`src/bmdc_pkg.sv`:
```
// package: field positions, offsets and timing for the dma control word
package bmdc_pkg;
	localparam logic [7:0] DMA_CTRL_OFFSET   = 8'h00;
	localparam int RX_STOPPED_BIT   = 0;
	localparam int TX_DONE_REQ_BIT  = 1;
	localparam int TX_STOPPED_BIT   = 2;
	localparam int RX_DONE_BIT      = 3;
	localparam int TX_DONE_BIT      = 4;
	localparam int RX_STOP_CMD_BIT  = 8;
	localparam int RX_RESTART_BIT   = 9;
	localparam int TX_STOP_CMD_BIT  = 10;
	localparam int TX_RESTART_BIT   = 11;
	localparam int TX_ACTIVE_BIT    = 14;
	localparam int STOP_PENDING_BIT = 15;
	localparam int WI_OFF_BIT       = 20;
	localparam int PASS_OVF_BIT     = 22;
	localparam int TABORT_BIT       = 30;
	localparam int MABORT_BIT       = 31;
	localparam logic [31:0] DMA_CTRL_RESET = 32'h0000_0000;
	// chip_reset_control bit positions used here
	localparam int WHOLE_RESET_BIT  = 16;
	localparam int RX_RESET_BIT     = 17;
	localparam int TX_RESET_BIT     = 18;
	localparam int DMA_SEL_BIT      = 19;
	localparam int RESET_BUSY_BIT   = 26;
	// cycles the reset-in-progress flag stays up
	localparam logic [3:0] RESET_CYCLES = 4'h8;
	typedef enum logic [1:0] {
		BMDC_RUN,
		BMDC_DRAIN,
		BMDC_STOPPED
	} bmdc_eng_t;
endpackage
```
`src/bmdc_dma_control.sv`:
```
// dma control and status word for the receive and transmit bus masters
//
// Contract
// - rx stopped bit sets on stop command or descriptor already complete.
// - rx restart write clears rx stopped bit and receive continues.
// - tx done request bit follows current tx descriptor indicate field.
// - tx stopped bit set by tx stop, cleared by tx restart.
// - rx done latched on frame transfer end, mirrors interrupt, acked clear.
// - tx done equals tx interrupt status bit, cleared by acknowledge.
// - writing one to rx stop halts receive; self clearing; zero ignored.
// - writing one to rx restart restarts receive; self clearing.
// - writing one to tx stop halts transmit; self clearing.
// - writing one to tx restart restarts transmit; self clearing.
// - tx active reads one while a transmit dma is under way.
// - stop pending stays high while any halt is being carried out.
// - write invalidate off forbids memory write invalidate commands.
// - overflow frames dropped unless pass option set, then transferred.
// - frame is overflow if any part arrives while rx fifo full.
// - target abort sets fatal flag blocking all dma.
// - master abort sets fatal flag blocking all dma.
// - abort flags clear only by whole reset with dma select.
// - all control word bits are zero after reset.
// - dma select decides if dma state joins a reset; self clearing.
`timescale 1ns/1ps
module bmdc_dma_control (
	// clock and reset
	input  wire logic        i_clk,
	input  wire logic        i_reset,
	// register port: dma control word
	input  wire logic        i_ctrl_wr,
	input  wire logic [31:0] i_ctrl_wdata,
	output logic      [31:0] o_ctrl_rdata,
	// register port: chip reset control write
	input  wire logic        i_rstctl_wr,
	input  wire logic [31:0] i_rstctl_wdata,
	output logic             o_reset_in_progress,
	// interrupt status bits and their acknowledge
	input  wire logic        i_rx_done_event,
	input  wire logic        i_tx_done_event,
	input  wire logic        i_rx_done_ack,
	input  wire logic        i_tx_done_ack,
	output logic             o_rx_done_status,
	output logic             o_tx_done_status,
	// receive engine
	input  wire logic        i_rx_desc_done_seen,
	input  wire logic        i_rx_xact_idle,
	input  wire logic        i_rx_fifo_full,
	input  wire logic        i_rx_frame_data,
	input  wire logic        i_rx_frame_end,
	output logic             o_rx_enable,
	output logic             o_rx_frame_drop,
	// transmit engine
	input  wire logic        i_tx_done_indicate_field,
	input  wire logic        i_tx_busy,
	input  wire logic        i_tx_xact_idle,
	output logic             o_tx_enable,
	// bus master
	input  wire logic        i_bus_target_abort,
	input  wire logic        i_bus_master_abort,
	input  wire logic        i_write_wants_mwi,
	output logic             o_use_mwi
);

	// ==========================================================
	// state
	typedef struct packed {
		logic       rx_done;
		logic       tx_done;
		logic       tx_req;
		logic       tx_active;
		logic       wi_off;
		logic       pass_ovf;
		logic       tabort;
		logic       mabort;
		logic       ovf_frame;
		logic [3:0] rst_cnt;
	} bmdc_state_t;
	bmdc_state_t s_reg;
	bmdc_state_t s_next;

	logic rx_stop_cmd;
	logic rx_restart_cmd;
	logic tx_stop_cmd;
	logic tx_restart_cmd;
	logic dma_clear;
	logic any_reset;
	logic rx_stopped;
	logic tx_stopped;
	logic rx_draining;
	logic tx_draining;
	logic rx_run;
	logic tx_run;
	logic fatal;
	logic abort_clear;

	function automatic logic wbit(input logic [31:0] d, input int b);
		wbit = d[b];
	endfunction

	// ==========================================================
	// command decode
	// self-clearing commands: only a one in the written word acts
	assign rx_stop_cmd    = i_ctrl_wr &&
		wbit(i_ctrl_wdata, bmdc_pkg::RX_STOP_CMD_BIT);
	assign rx_restart_cmd = i_ctrl_wr &&
		wbit(i_ctrl_wdata, bmdc_pkg::RX_RESTART_BIT);
	assign tx_stop_cmd    = i_ctrl_wr &&
		wbit(i_ctrl_wdata, bmdc_pkg::TX_STOP_CMD_BIT);
	assign tx_restart_cmd = i_ctrl_wr &&
		wbit(i_ctrl_wdata, bmdc_pkg::TX_RESTART_BIT);

	// dma state joins a reset only when the select bit is written with it
	assign any_reset = i_rstctl_wr && (
		wbit(i_rstctl_wdata, bmdc_pkg::WHOLE_RESET_BIT) ||
		wbit(i_rstctl_wdata, bmdc_pkg::RX_RESET_BIT) ||
		wbit(i_rstctl_wdata, bmdc_pkg::TX_RESET_BIT));
	assign dma_clear = any_reset &&
		wbit(i_rstctl_wdata, bmdc_pkg::DMA_SEL_BIT);
	// abort flags need the whole reset together with the dma select
	assign abort_clear = dma_clear &&
		wbit(i_rstctl_wdata, bmdc_pkg::WHOLE_RESET_BIT);

	// ==========================================================
	// engine sequencers
	bmdc_engine_ctl u_rx (
		.i_clk           (i_clk),
		.i_reset         (i_reset),
		.i_sync_clear    (dma_clear),
		.i_stop          (rx_stop_cmd),
		.i_restart       (rx_restart_cmd),
		.i_implicit_stop (i_rx_desc_done_seen),
		.i_xact_idle     (i_rx_xact_idle),
		.o_stopped       (rx_stopped),
		.o_draining      (rx_draining),
		.o_run           (rx_run)
	);

	bmdc_engine_ctl u_tx (
		.i_clk           (i_clk),
		.i_reset         (i_reset),
		.i_sync_clear    (dma_clear),
		.i_stop          (tx_stop_cmd),
		.i_restart       (tx_restart_cmd),
		.i_implicit_stop (1'b0),
		.i_xact_idle     (i_tx_xact_idle),
		.o_stopped       (tx_stopped),
		.o_draining      (tx_draining),
		.o_run           (tx_run)
	);

	// ==========================================================
	// next state
	always_comb begin
		s_next = s_reg;
		// completion flags: set wins over acknowledge
		if (i_rx_done_event) begin
			s_next.rx_done = 1'b1;
		end else if (i_rx_done_ack) begin
			s_next.rx_done = 1'b0;
		end
		if (i_tx_done_event) begin
			s_next.tx_done = 1'b1;
		end else if (i_tx_done_ack) begin
			s_next.tx_done = 1'b0;
		end
		s_next.tx_req    = i_tx_done_indicate_field;
		s_next.tx_active = i_tx_busy;
		if (i_ctrl_wr) begin
			s_next.wi_off   = wbit(i_ctrl_wdata, bmdc_pkg::WI_OFF_BIT);
			s_next.pass_ovf = wbit(i_ctrl_wdata, bmdc_pkg::PASS_OVF_BIT);
		end
		// overflow marking for the frame in flight
		if (i_rx_frame_data && i_rx_fifo_full) begin
			s_next.ovf_frame = 1'b1;
		end else if (i_rx_frame_end) begin
			s_next.ovf_frame = 1'b0;
		end
		// fatal abort flags, sticky until a whole reset with dma select
		if (i_bus_target_abort) begin
			s_next.tabort = 1'b1;
		end else if (dma_clear &&
			wbit(i_rstctl_wdata, bmdc_pkg::WHOLE_RESET_BIT)) begin
			s_next.tabort = 1'b0;
		end
		if (i_bus_master_abort) begin
			s_next.mabort = 1'b1;
		end else if (dma_clear &&
			wbit(i_rstctl_wdata, bmdc_pkg::WHOLE_RESET_BIT)) begin
			s_next.mabort = 1'b0;
		end
		if (dma_clear) begin
			s_next.rx_done  = 1'b0;
			s_next.tx_done  = 1'b0;
			s_next.wi_off   = 1'b0;
			s_next.pass_ovf = 1'b0;
		end
		if (any_reset) begin
			s_next.rst_cnt = bmdc_pkg::RESET_CYCLES;
		end else if (s_reg.rst_cnt != 4'h0) begin
			s_next.rst_cnt = s_reg.rst_cnt - 4'h1;
		end
	end

	always_ff @(posedge i_clk or posedge i_reset) begin
		if (i_reset) begin
			s_reg <= '0;
		end else begin
			s_reg <= s_next;
		end
	end

	// ==========================================================
	// outputs
	assign fatal = s_reg.tabort || s_reg.mabort;
	assign o_rx_enable = rx_run && !fatal;
	assign o_tx_enable = tx_run && !fatal;
	// overflow frame is dropped unless passing is enabled
	assign o_rx_frame_drop = (s_reg.ovf_frame ||
		(i_rx_frame_data && i_rx_fifo_full)) && !s_reg.pass_ovf;
	assign o_use_mwi = i_write_wants_mwi && !s_reg.wi_off;
	assign o_rx_done_status = s_reg.rx_done;
	assign o_tx_done_status = s_reg.tx_done;
	assign o_reset_in_progress = (s_reg.rst_cnt != 4'h0);

	always_comb begin
		o_ctrl_rdata = bmdc_pkg::DMA_CTRL_RESET;
		o_ctrl_rdata[bmdc_pkg::RX_STOPPED_BIT]   = rx_stopped;
		o_ctrl_rdata[bmdc_pkg::TX_DONE_REQ_BIT]  = s_reg.tx_req;
		o_ctrl_rdata[bmdc_pkg::TX_STOPPED_BIT]   = tx_stopped;
		o_ctrl_rdata[bmdc_pkg::RX_DONE_BIT]      = s_reg.rx_done;
		o_ctrl_rdata[bmdc_pkg::TX_DONE_BIT]      = s_reg.tx_done;
		o_ctrl_rdata[bmdc_pkg::TX_ACTIVE_BIT]    = s_reg.tx_active;
		o_ctrl_rdata[bmdc_pkg::STOP_PENDING_BIT] =
			rx_draining || tx_draining;
		o_ctrl_rdata[bmdc_pkg::WI_OFF_BIT]       = s_reg.wi_off;
		o_ctrl_rdata[bmdc_pkg::PASS_OVF_BIT]     = s_reg.pass_ovf;
		o_ctrl_rdata[bmdc_pkg::TABORT_BIT]       = s_reg.tabort;
		o_ctrl_rdata[bmdc_pkg::MABORT_BIT]       = s_reg.mabort;
	end
endmodule

```
`src/bmdc_engine_ctl.sv`:
```
// one dma engine's run / drain / stopped sequencer
`timescale 1ns/1ps
module bmdc_engine_ctl (
	// clock and reset
	input  wire logic i_clk,
	input  wire logic i_reset,
	input  wire logic i_sync_clear,
	// commands and events
	input  wire logic i_stop,
	input  wire logic i_restart,
	input  wire logic i_implicit_stop,
	input  wire logic i_xact_idle,
	// status
	output logic      o_stopped,
	output logic      o_draining,
	output logic      o_run
);
	typedef struct packed {
		bmdc_pkg::bmdc_eng_t st;
	} bmdc_ec_state_t;
	bmdc_ec_state_t s_reg;
	bmdc_ec_state_t s_next;

	always_comb begin
		s_next = s_reg;
		if (i_sync_clear) begin
			s_next.st = bmdc_pkg::BMDC_RUN;
		end else begin
			case (s_reg.st)
			bmdc_pkg::BMDC_RUN: begin
				if (i_stop || i_implicit_stop) begin
					s_next.st = bmdc_pkg::BMDC_DRAIN;
				end
			end
			bmdc_pkg::BMDC_DRAIN: begin
				// stop only at a transaction boundary
				if (i_xact_idle) begin
					s_next.st = bmdc_pkg::BMDC_STOPPED;
				end
			end
			bmdc_pkg::BMDC_STOPPED: begin
				if (i_restart) begin
					s_next.st = bmdc_pkg::BMDC_RUN;
				end
			end
			default: s_next.st = bmdc_pkg::BMDC_RUN;
			endcase
		end
	end

	always_ff @(posedge i_clk or posedge i_reset) begin
		if (i_reset) begin
			s_reg.st <= bmdc_pkg::BMDC_RUN;
		end else begin
			s_reg <= s_next;
		end
	end

	assign o_stopped  = (s_reg.st == bmdc_pkg::BMDC_STOPPED);
	assign o_draining = (s_reg.st == bmdc_pkg::BMDC_DRAIN);
	assign o_run      = (s_reg.st == bmdc_pkg::BMDC_RUN);
endmodule

```
`config.mk`:
```
export PLATFORM = sky130hd
export DESIGN_NAME = bmdc_dma_control
export DESIGN_NICKNAME = d
export VERILOG_FILES = /design/src/bmdc_pkg.sv /design/src/bmdc_dma_control.sv /design/src/bmdc_engine_ctl.sv
export SDC_FILE = /design/constraint.sdc
export NUM_CORES = 1
export LEC_CHECK = 0
export ABC_AREA = 0
export BUFFER_PORTS_ARGS = -buffer_cell sky130_fd_sc_hd__buf_2
export CAP_MARGIN = 40
export CORE_UTILIZATION = 30
export DETAILED_ROUTE_END_ITERATION = 8
export HOLD_SLACK_MARGIN = 0.06
export PLACE_DENSITY = 0.81
export SYNTH_ARGS = -nofsm -noshare
export SYNTH_HDL_FRONTEND = slang
export SYNTH_HIERARCHICAL = 1
export SYNTH_SLANG_ARGS = --single-unit
export TNS_END_PERCENT = 30
```
`constraint.sdc`:
```
create_clock -name i_clk -period 3.85 [get_ports i_clk]
set_input_delay 1.155 -clock i_clk [delete_from_list [all_inputs] [get_ports i_clk]]
set_output_delay 1.155 -clock i_clk [all_outputs]
set_load 0.01 [all_outputs]
```
==> reports/metrics.yaml, run 1 <==
row_count: 21
cp-start-kind: "register"
largest_reg_flops: 6
p_per_area_mw_per_mm2: 455.1
period_share_pct: 70.65
ir_drop_v: 0.0001837
syn_area_per_cell_um2: 9.373
final_util_pct: 35.92
worst_skew_pair.late_latency_ps: 280
htreeDepth: 1
syn2layout_area_growth_pct: 14.18
place_hpwl_um: 1447
finalSetupTns_ps: 0
cts_tree: "yes"
final_cell_mix: "buf_2, conb_1, dfrtp_1"
hold_viol_final: 0
clkTransAtPathRegs_ps: 100
nFillCells: 370
gp_congestion: 0.7545
numCtsBuffers: 3
grt_overflow_total: 0
post_cts_buffers: 0
setup_viol: 0
die_area_mm2: 0.003740
wl_met1_um: 897
skew_ps: 0.2129
final_common_cell: "buf_2"
power_switching_mw: 0.1867
grt_max_degree: 14
syn-instance-count: 112
fmax_mhz: 367.7
maxSlewHeadroom_pct: 50.43
rsz0062_at_grt: "false"
io_pins: 122
cts.sinks: 17
seqPwrFrac_pct: 46.8
top_layer_used: "met4"
required_ps: 2690
wl_um: 1895
dr.pass1.iters: 2
ctsLongestPathBuffers: 2
antenna_found_initial: 0
yosysSeqAreaShare_pct: 40.52
synth_top_family_by_area: "buffers and inverters"
die_y_um: 61.16
swShare_pct: 34.23
power_frac_comb_pct: 35.4
first_iter_violations: 9
nets: 236
rrSetupSlack_ps: 2420
clock_power_share_pct: 17.8
synth-xor-area-share_pct: 0.8343
core_mm2: 0.003337
crit_type: "register to output port"
status: "finished, final reports clean"
initial_core_util_pct: 31.46
portBuffers: 46
n_antenna_cell: 0
cts-resized-gates: 0
ys_types: 29
synthSimpleGateAreaFrac_pct: 19.31
wl_met3_um: 133
leakage_nw: 0.6555
viasPerCell: 3.909
grt_usage_pct: 11.72
grt_pass1_wl_um: 3118
end_kind: "output port"
hold_class: "register to register"
synthMuxAreaShare_pct: 2.980
die_w_um: 61.16
min_period_ps: 2720
multiInputGateArea_um2: 429.2
grt_pass1_vias: 688
cts-root-buf: "clkbuf_4"
worstMarginPinSlew_ps: 740.8
synth_compound_area_share_pct: 8.701
num_vias: 770
synth_area_mm2: 0.001050
yosys_warnings: 6
finalMaxSlewViolations: 0
postCtsHoldBufs: 0
drtAntennaViolNets: 0
critical_path.max_fanout: 4
detail_route.wl_per_cell_um: 9.619
cp_data_arrival_time_ps: 1560
regArea_um2: 425.4
drive_above_1_share_pct: 35.10
synth_adder_area_share_pct: 1.192
p_int_mw: 0.3588
met2_length_um: 830
cap_violations: 0
ys_ff_latch: 17
drc: 0
## Yosys cell counts
cell	instances	area, um^2
or3_1	1	6.260
conb_1	1	3.750
nand2_1	5	18.77
xnor2_1	1	8.760
nor3_1	2	10.01
nor2b_1	3	18.77
a21o_1	2	15.01
a211oi_2	1	12.51
or4b_1	2	20.02
nor2_1	12	45.04
o21ai_0	1	5.000
and2b_2	1	8.760
nand3_1	1	5.000
o31ai_1	2	15.01
inv_1	8	30.03
nor3b_1	2	15.01
ha_1	1	12.51
a21oi_1	3	15.01
or3b_1	1	8.760
or2_2	1	6.260
buf_6	1	11.26
and2_1	4	25.02
and2b_1	2	15.01
buf_4	31	232.7
o311a_1	2	20.02
a211o_1	1	8.760
mux2_2	1	11.26
dfrtp_1	17	425.4
mux2i_1	2	20.02
## critical path, cell delays in order, from the launching register on
cell and delay, ps:
dfrtp_1 410, inv_1 60, ha_1 190, or3b_1 440, buf_2 180
## final timing paths
path                                              start                           end  cells after the start
min                        o_tx_done_status$_DFFE_PP0P_  o_tx_done_status$_DFFE_PP0P_                      2
max reg2reg                        s_reg[0]$_DFFE_PP0P_          s_reg[1]$_DFFE_PP0P_                      4
min reg2reg                o_tx_done_status$_DFFE_PP0P_  o_tx_done_status$_DFFE_PP0P_                      2
max                                s_reg[0]$_DFFE_PP0P_           o_reset_in_progress                      4
max in group asynchronous                       i_reset     o_ctrl_rdata[1]$_DFF_PP0_                      2
min in group asynchronous                       i_reset     u_rx/s_reg[1]$_DFFE_PP0P_                      2
## per-layer routing
metal  vias to the layer above  global-route usage (%)
li1                        390                       -
met1                       333                   16.08
met2                        45                   17.24
met3                         2                   1.471
met4                         0                   7.792
met5                         -                       0
## cell families (layout without fill, tap and decap cells)
kind of cell,Yosys count,in the layout
AO/OA/AOI/OAI,12,12
adder cells (fa/ha/maj),1,1
multiplexers,3,3
XOR/XNOR,1,1
AND/OR/NAND/NOR,37,37
flip-flops,17,17
buffers and inverters,40,58
other,1,22
## metrics by stage
step	worst slack (ps)	std cells	cell area, um^2	total power, mW	hold WS, ps
6_report	1130	197	1199	0.5455	529.2
5_1_grt	1010	197	1199	0.5980	583.7
3_5_place_dp	1136	193	1172	0.4545	515.7
2_1_floorplan	1267	133	1129	0.4299	496.4
4_1_cts	1095	197	1199	0.5576	541.6
3_3_place_gp	1133	193	1172	0.4507	506.0
## power groups by stage
stage | sequential, mW | combinational, mW | clock (mW)
finish | 0.255 | 0.193 | 0.0969
CTS | 0.255 | 0.197 | 0.106
global placement | 0.257 | 0.194 | 0
global route | 0.263 | 0.226 | 0.110
floorplan | 0.250 | 0.180 | 0
detailed placement | 0.258 | 0.196 | 0
## layout make-up
cell class	count	area share [%]
multi-input cells	76	35.80
clock buffers	4	2.192
repair buffers	46	19.21
inverters	8	2.505
flip-flops and latches	17	35.49
well taps	46	4.802
No activity file was read; power rests on OpenSTA's default activity.
==> run 2, diff against run 1 <==
ABC_AREA = 1   (was 0)
PLACE_DENSITY = 0.79   (was 0.81)
clock period = 2.6 ns   (was 3.85 ns; I/O delays follow)
==> reports/metrics.yaml, run 2 <==
status: "finished, final reports clean"  # unchanged
final_cell_mix: "buf_2, nand2_1, inv_1"  # was buf_2, conb_1, dfrtp_1
final_area_mm2: 0.001339  # was 0.001199 mm^2
synth_edf_count: 0  # unchanged
cts-resized-gates: 0  # unchanged
power_mw: 0.9621  # was 0.5455 mW
drc: 0  # unchanged
post_cts_buffers: 0  # unchanged
hold_viol_final: 0  # unchanged
rsz0062_at_grt: "false"  # unchanged
first_iter_violations: 20  # was 9
synthTopCellsByCount: "buf_4, nand2_1, inv_1"  # was buf_4, dfrtp_1, nor2_1
fmax_mhz: 501.2
synth_ff_type: "dfrtp_1"  # unchanged
crit_family: "flip-flops"  # was simple AND/OR/NAND/NOR gates
leakage_nw: 0.8340  # was 0.6555 nW
cap_violations: 0  # unchanged
period_share_pct: 76.74
end_kind: "output port"  # unchanged
grt_usage_pct: 10.70  # was 11.72%
synth_top_cells_by_area: "dfrtp_1, buf_4, nand2_1"  # was dfrtp_1, buf_4, nor2_1
cts.sinks: 17  # unchanged
syn2layout_area_growth_pct: 15.68  # was 14.18%
finalSetupTns_ps: 0  # unchanged
core_mm2: 0.003689  # was 0.003337 mm^2
grt_pass1_wl_um: 3436  # was 3118 um
largest_reg_flops: 6  # unchanged
ys_types: 20  # was 29
maxSlewHeadroom_pct: 64.11  # was 50.43%
power_frac_comb_pct: 40.1  # was 35.4%
skew_ps: 0.5775  # was 0.2129 ps
portBuffers: 46  # unchanged
netlist.area_leader.share_pct: 36.76  # was 40.52%
final_cells: 249  # was 197
n_antenna_cell: 0  # unchanged
place_hpwl_um: 1694  # was 1447 um
drive_above_1_share_pct: 30.35  # was 35.10%
viasPerCell: 3.908  # was 3.909
cp_data_arrival_time_ps: 1220  # was 1560 ps
die_y_um: 64.11  # was 61.16 um
final_common_cell: "buf_2"  # unchanged
yosys_warnings: 6  # unchanged
detail_route.wl_per_cell_um: 8.285  # was 9.619 um
drtAntennaViolNets: 0  # unchanged
synthArstFlopShare_pct: 100.0  # unchanged
antenna_found_initial: 0  # unchanged
die_area_mm2: 0.004110  # was 0.003740 mm^2
synth_area_leader_cell: "dfrtp_1"  # unchanged
num_vias: 973  # was 770
place_inst: 245  # was 193
syn-instance-count: 161  # was 112
dr.pass1.iters: 4  # was 2
setup_viol: 0  # unchanged
min_period_ps: 1995
power_switching_mw: 0.3680  # was 0.1867 mW
postCtsHoldBufs: 0  # unchanged
crit_type: "register to output port"  # unchanged
syn_area_per_cell_um2: 7.189  # was 9.373 um^2
cp_num_buf_inv: 2  # unchanged
initial_core_util_pct: 31.38  # was 31.46%
yosysSeqAreaShare_pct: 36.76  # was 40.52%
placed_area_mm2: 0.001294  # was 0.001172 mm^2
crit_chain: "inv_1 -> ha_1 -> nand2_2 -> buf_2"  # was inv_1 -> ha_1 -> or3b_1 -> buf_2
rrSetupSlack_ps: 1510  # was 2420 ps
critPathSlowestCell: "dfrtp_1"  # was or3b_1
die_w_um: 64.11  # was 61.16 um
htreeDepth: 1  # unchanged
numCtsBuffers: 3  # unchanged
yosysMostFrequentCell: "buf_4"  # unchanged
swShare_pct: 38.25  # was 34.23%
required_ps: 1820  # was 2690 ps
crit_path_max_incr_delay_ps: 400  # was 440 ps
grt_pass1_vias: 808  # was 688
clkTransAtPathRegs_ps: 60  # was 100 ps
cts_tree: "yes"  # unchanged
ir_drop_v: 0.0002634  # was 0.0001837 V
wl_um: 2063  # was 1895 um
gp_congestion: 0.7984  # was 0.7545
nets: 286  # was 236
critical_path.max_fanout: 5  # was 4
grt_max_degree: 14  # unchanged
ctsLongestPathBuffers: 2  # unchanged
io_pins: 122  # unchanged
worst_skew_pair.late_latency_ps: 240  # was 280 ps
cp-start-kind: "register"  # unchanged
seqPwrFrac_pct: 40.2  # was 46.8%
cts-root-buf: "clkbuf_8"  # was clkbuf_4
p_per_area_mw_per_mm2: 718.6  # was 455.1 mW/mm^2
finalMaxSlewViolations: 0  # unchanged
clock_power_share_pct: 19.7  # was 17.8%
worstMarginPinSlew_ps: 537.7  # was 740.8 ps
grt_overflow_total: 0  # unchanged
row_count: 22  # was 21
synth_area_mm2: 0.001157  # was 0.001050 mm^2
p_int_mw: 0.5941  # was 0.3588 mW
ys_ff_latch: 17  # unchanged
hold_class: "input port to async pin"  # was register to register
## run 2: cell type report
| type | instances | area, um^2 |
|---|---|---|
| sequential | 17 | 425.4 |
| inverter | 31 | 116.4 |
| clock buffer | 4 | 45.04 |
| timing repair buffer | 46 | 230.2 |
| multi-input combinational | 103 | 461.7 |
| tap | 48 | 60.06 |
| fill | 406 | 2350 |
## run 2: per-stage QoR
stage	utilization, %	setup WS [ps]	hold slack (ps)
after global routing	36.30	504.1	393.5
after detailed placement	35.07	507.2	524.5
final	36.30	604.7	397.7
after global placement	35.07	511.8	515.2
after CTS	36.30	581.2	387.6
after floorplan	-	784.7	491.0
## run 2: power groups by stage
stage | Clock (mW) | Combinational (mW) | Sequential, mW
final | 0.189 | 0.386 | 0.387
after global routing | 0.213 | 0.446 | 0.400
after CTS | 0.205 | 0.393 | 0.388
after detailed placement | 0 | 0.391 | 0.393
after global placement | 0 | 0.378 | 0.389
after floorplan | 0 | 0.332 | 0.383
## run 2: per-layer routing
layer  track usage, %  up-vias  wire length [um]
met5                0        -                 0
met4            1.667        0                 7
met3            3.214        2               146
met2            17.95       43               987
met1            13.74      423               922
li1                 -      505                 -
## run 2: kinds of logic after synthesis
| group | after synthesis | share of synthesized area [%] |
|---|---|---|
| AO/OA/AOI/OAI | 12 | 6.053 |
| adder cells (fa/ha/maj) | 1 | 1.081 |
| buffers and inverters | 62 | 30.16 |
| flip-flops | 17 | 36.76 |
| other | 1 | 0.3240 |
| AND/OR/NAND/NOR | 68 | 25.62 |
## run 2: final timing paths
check	from	end	cells after the start
hold / removal	i_reset	u_tx/s_reg[0]$_DFFE_PP0P_	2
hold reg to reg	s_reg[4]$_DFFE_PP0P_	s_reg[4]$_DFFE_PP0P_	2
min in group i_clk	s_reg[4]$_DFFE_PP0P_	s_reg[4]$_DFFE_PP0P_	2
setup / recovery	s_reg[0]$_DFFE_PP0P_	o_reset_in_progress	4
setup reg to reg	s_reg[0]$_DFFE_PP0P_	s_reg[1]$_DFFE_PP0P_	6
max in group asynchronous	i_reset	o_rx_done_status$_DFFE_PP0P_	2
==> run 3, diff against run 2 <==
clock period = 2 ns   (was 2.6 ns; I/O delays follow)
==> reports/metrics.yaml, run 3 (synthesis results as in run 2) <==
status: "finished, final reports clean"  # unchanged
nets: 287  # was 286
detail_route.wl_per_cell_um: 8.148  # was 8.285 um
worst_skew_pair.late_latency_ps: 240  # about the same
initial_core_util_pct: 31.38  # unchanged
layout_setup_ws_ps: 173.8  # was 604.7 ps
place_hpwl_um: 1705  # was 1694 um
post_cts_buffers: 0  # unchanged
maxSlewHeadroom_pct: 63.82  # was 64.11%
n_antenna_cell: 0  # unchanged
cts-root-buf: "clkbuf_8"  # unchanged
finalMaxSlewViolations: 0  # unchanged
ctsLongestPathBuffers: 2  # unchanged
place_ws_ps: 254.2  # was 507.2 ps
skew_ps: 0.3923  # was 0.5775 ps
die_y_um: 64.11  # unchanged
rsz0062_at_grt: "false"  # unchanged
crit_type: "register to output port"  # unchanged
cp_data_arrival_time_ps: 1230  # was 1220 ps
final_cell_mix: "buf_2, nand2_1, inv_1"  # unchanged
setup_viol: 0  # unchanged
row_count: 22  # unchanged
clkTransAtPathRegs_ps: 60  # about the same
ir_drop_v: 0.0004797  # was 0.0002634 V
grt_max_degree: 14  # unchanged
core_mm2: 0.003689  # unchanged
num_vias: 990  # was 973
numCtsBuffers: 3  # unchanged
htreeDepth: 1  # unchanged
antenna_found_initial: 0  # unchanged
worstMarginPinSlew_ps: 542.1  # was 537.7 ps
portBuffers: 46  # unchanged
required_ps: 1400  # was 1820 ps
grt_pass1_wl_um: 3367  # was 3436 um
grt_pass1_vias: 813  # was 808
dr.pass1.iters: 4  # unchanged
drive_above_1_share_pct: 30.69  # was 30.35%
p_per_area_mw_per_mm2: 929.3  # was 718.6 mW/mm^2
period_share_pct: 91.31
cts.sinks: 17  # unchanged
hold_viol_final: 0  # unchanged
io_pins: 122  # unchanged
die_w_um: 64.11  # unchanged
critPathSlowestCell: "dfrtp_1"  # unchanged
finalSetupTns_ps: 0  # unchanged
grt_overflow_total: 0  # unchanged
grt_usage_pct: 10.42  # was 10.70%
drtAntennaViolNets: 0  # unchanged
leakage_nw: 0.8384  # was 0.8340 nW
syn2layout_area_growth_pct: 16.32  # was 15.68%
hold_class: "input port to async pin"  # unchanged
die_area_mm2: 0.004110  # unchanged
viasPerCell: 3.960  # was 3.908
fmax_mhz: 547.6
end_kind: "output port"  # unchanged
drc: 0  # unchanged
cts_tree: "yes"  # unchanged
largest_reg_flops: 6  # unchanged
cp-start-kind: "register"  # unchanged
final_common_cell: "buf_2"  # unchanged
gp_congestion: 0.7549  # was 0.7984
crit_path_max_incr_delay_ps: 410  # was 400 ps
critical_path.max_fanout: 3  # was 5
cts-resized-gates: 0  # unchanged
crit_chain: "nor2_1 -> nor3b_1 -> buf_2"  # was inv_1 -> ha_1 -> nand2_2 -> buf_2
first_iter_violations: 24  # was 20
min_period_ps: 1826
cap_violations: 0  # unchanged
postCtsHoldBufs: 0  # unchanged
wl_um: 2037  # was 2063 um
run 3: routing by layer:
layer | track usage (%) | part of all wire (%) | up-vias
met4 | 0.8333 | 0 | 0
met3 | 3.750 | 6.7 | 0
met1 | 12.47 | 46 | 436
met5 | 0 | 0 | -
met2 | 18.48 | 48 | 45
li1 | - | - | 509
run 3: critical path, delay by kind of cell, from the launching register on:
kind / cells / cell delay, ps
buffers and inverters: 1 / 160
AND/OR/NAND/NOR: 2 / 400
flip-flops: 1 / 410
run 3: per-stage QoR:
stage	utilization (%)	instance area, um^2	total power, mW	std cells	hold WS (ps)
after floorplan	-	1236	0.9285	182	341.2
after global placement	35.28	1301	0.9969	246	477.7
after detailed placement	35.28	1301	1.020	246	480.2
after CTS	36.50	1346	1.278	250	210.6
after global routing	36.50	1346	1.377	250	214.6
final	36.50	1346	1.251	250	221.6
run 3: report_power, final:
| part | switching (mW) | internal [mW] | total [mW] |
|---|---|---|---|
| logic | 0.295 | 0.207 | 0.502 |
| registers | 0.0783 | 0.426 | 0.504 |
| clock network | 0.104 | 0.141 | 0.245 |
run 3: final timing paths:
| path | endpoint | from | cells after the start | slack [ps] |
|---|---|---|---|---|
| max in group asynchronous | o_rx_done_status$_DFFE_PP0P_ | i_reset | 2 | 1220 |
| hold / removal | u_tx/s_reg[0]$_DFFE_PP0P_ | i_reset | 2 | 220 |
| setup reg to reg | s_reg[0]$_DFFE_PP0P_ | s_reg[0]$_DFFE_PP0P_ | 6 | 910 |
| setup / recovery | o_tx_enable | u_tx/s_reg[1]$_DFFE_PP0P_ | 3 | 170 |
| min in group i_clk | o_ctrl_rdata[1]$_DFF_PP0_ | i_tx_done_indicate_field | 1 | 460 |
| hold reg to reg | s_reg[4]$_DFFE_PP0P_ | s_reg[4]$_DFFE_PP0P_ | 2 | 530 |
run 3: final cells by class:
| type | instances | area [um^2] |
|---|---|---|
| fill | 389 | 2342 |
| sequential | 17 | 425.4 |
| inverter | 31 | 116.4 |
| tap | 48 | 60.06 |
| clock buffer | 4 | 45.04 |
| timing repair buffer | 47 | 237.7 |
| multi-input combinational | 103 | 461.7 |
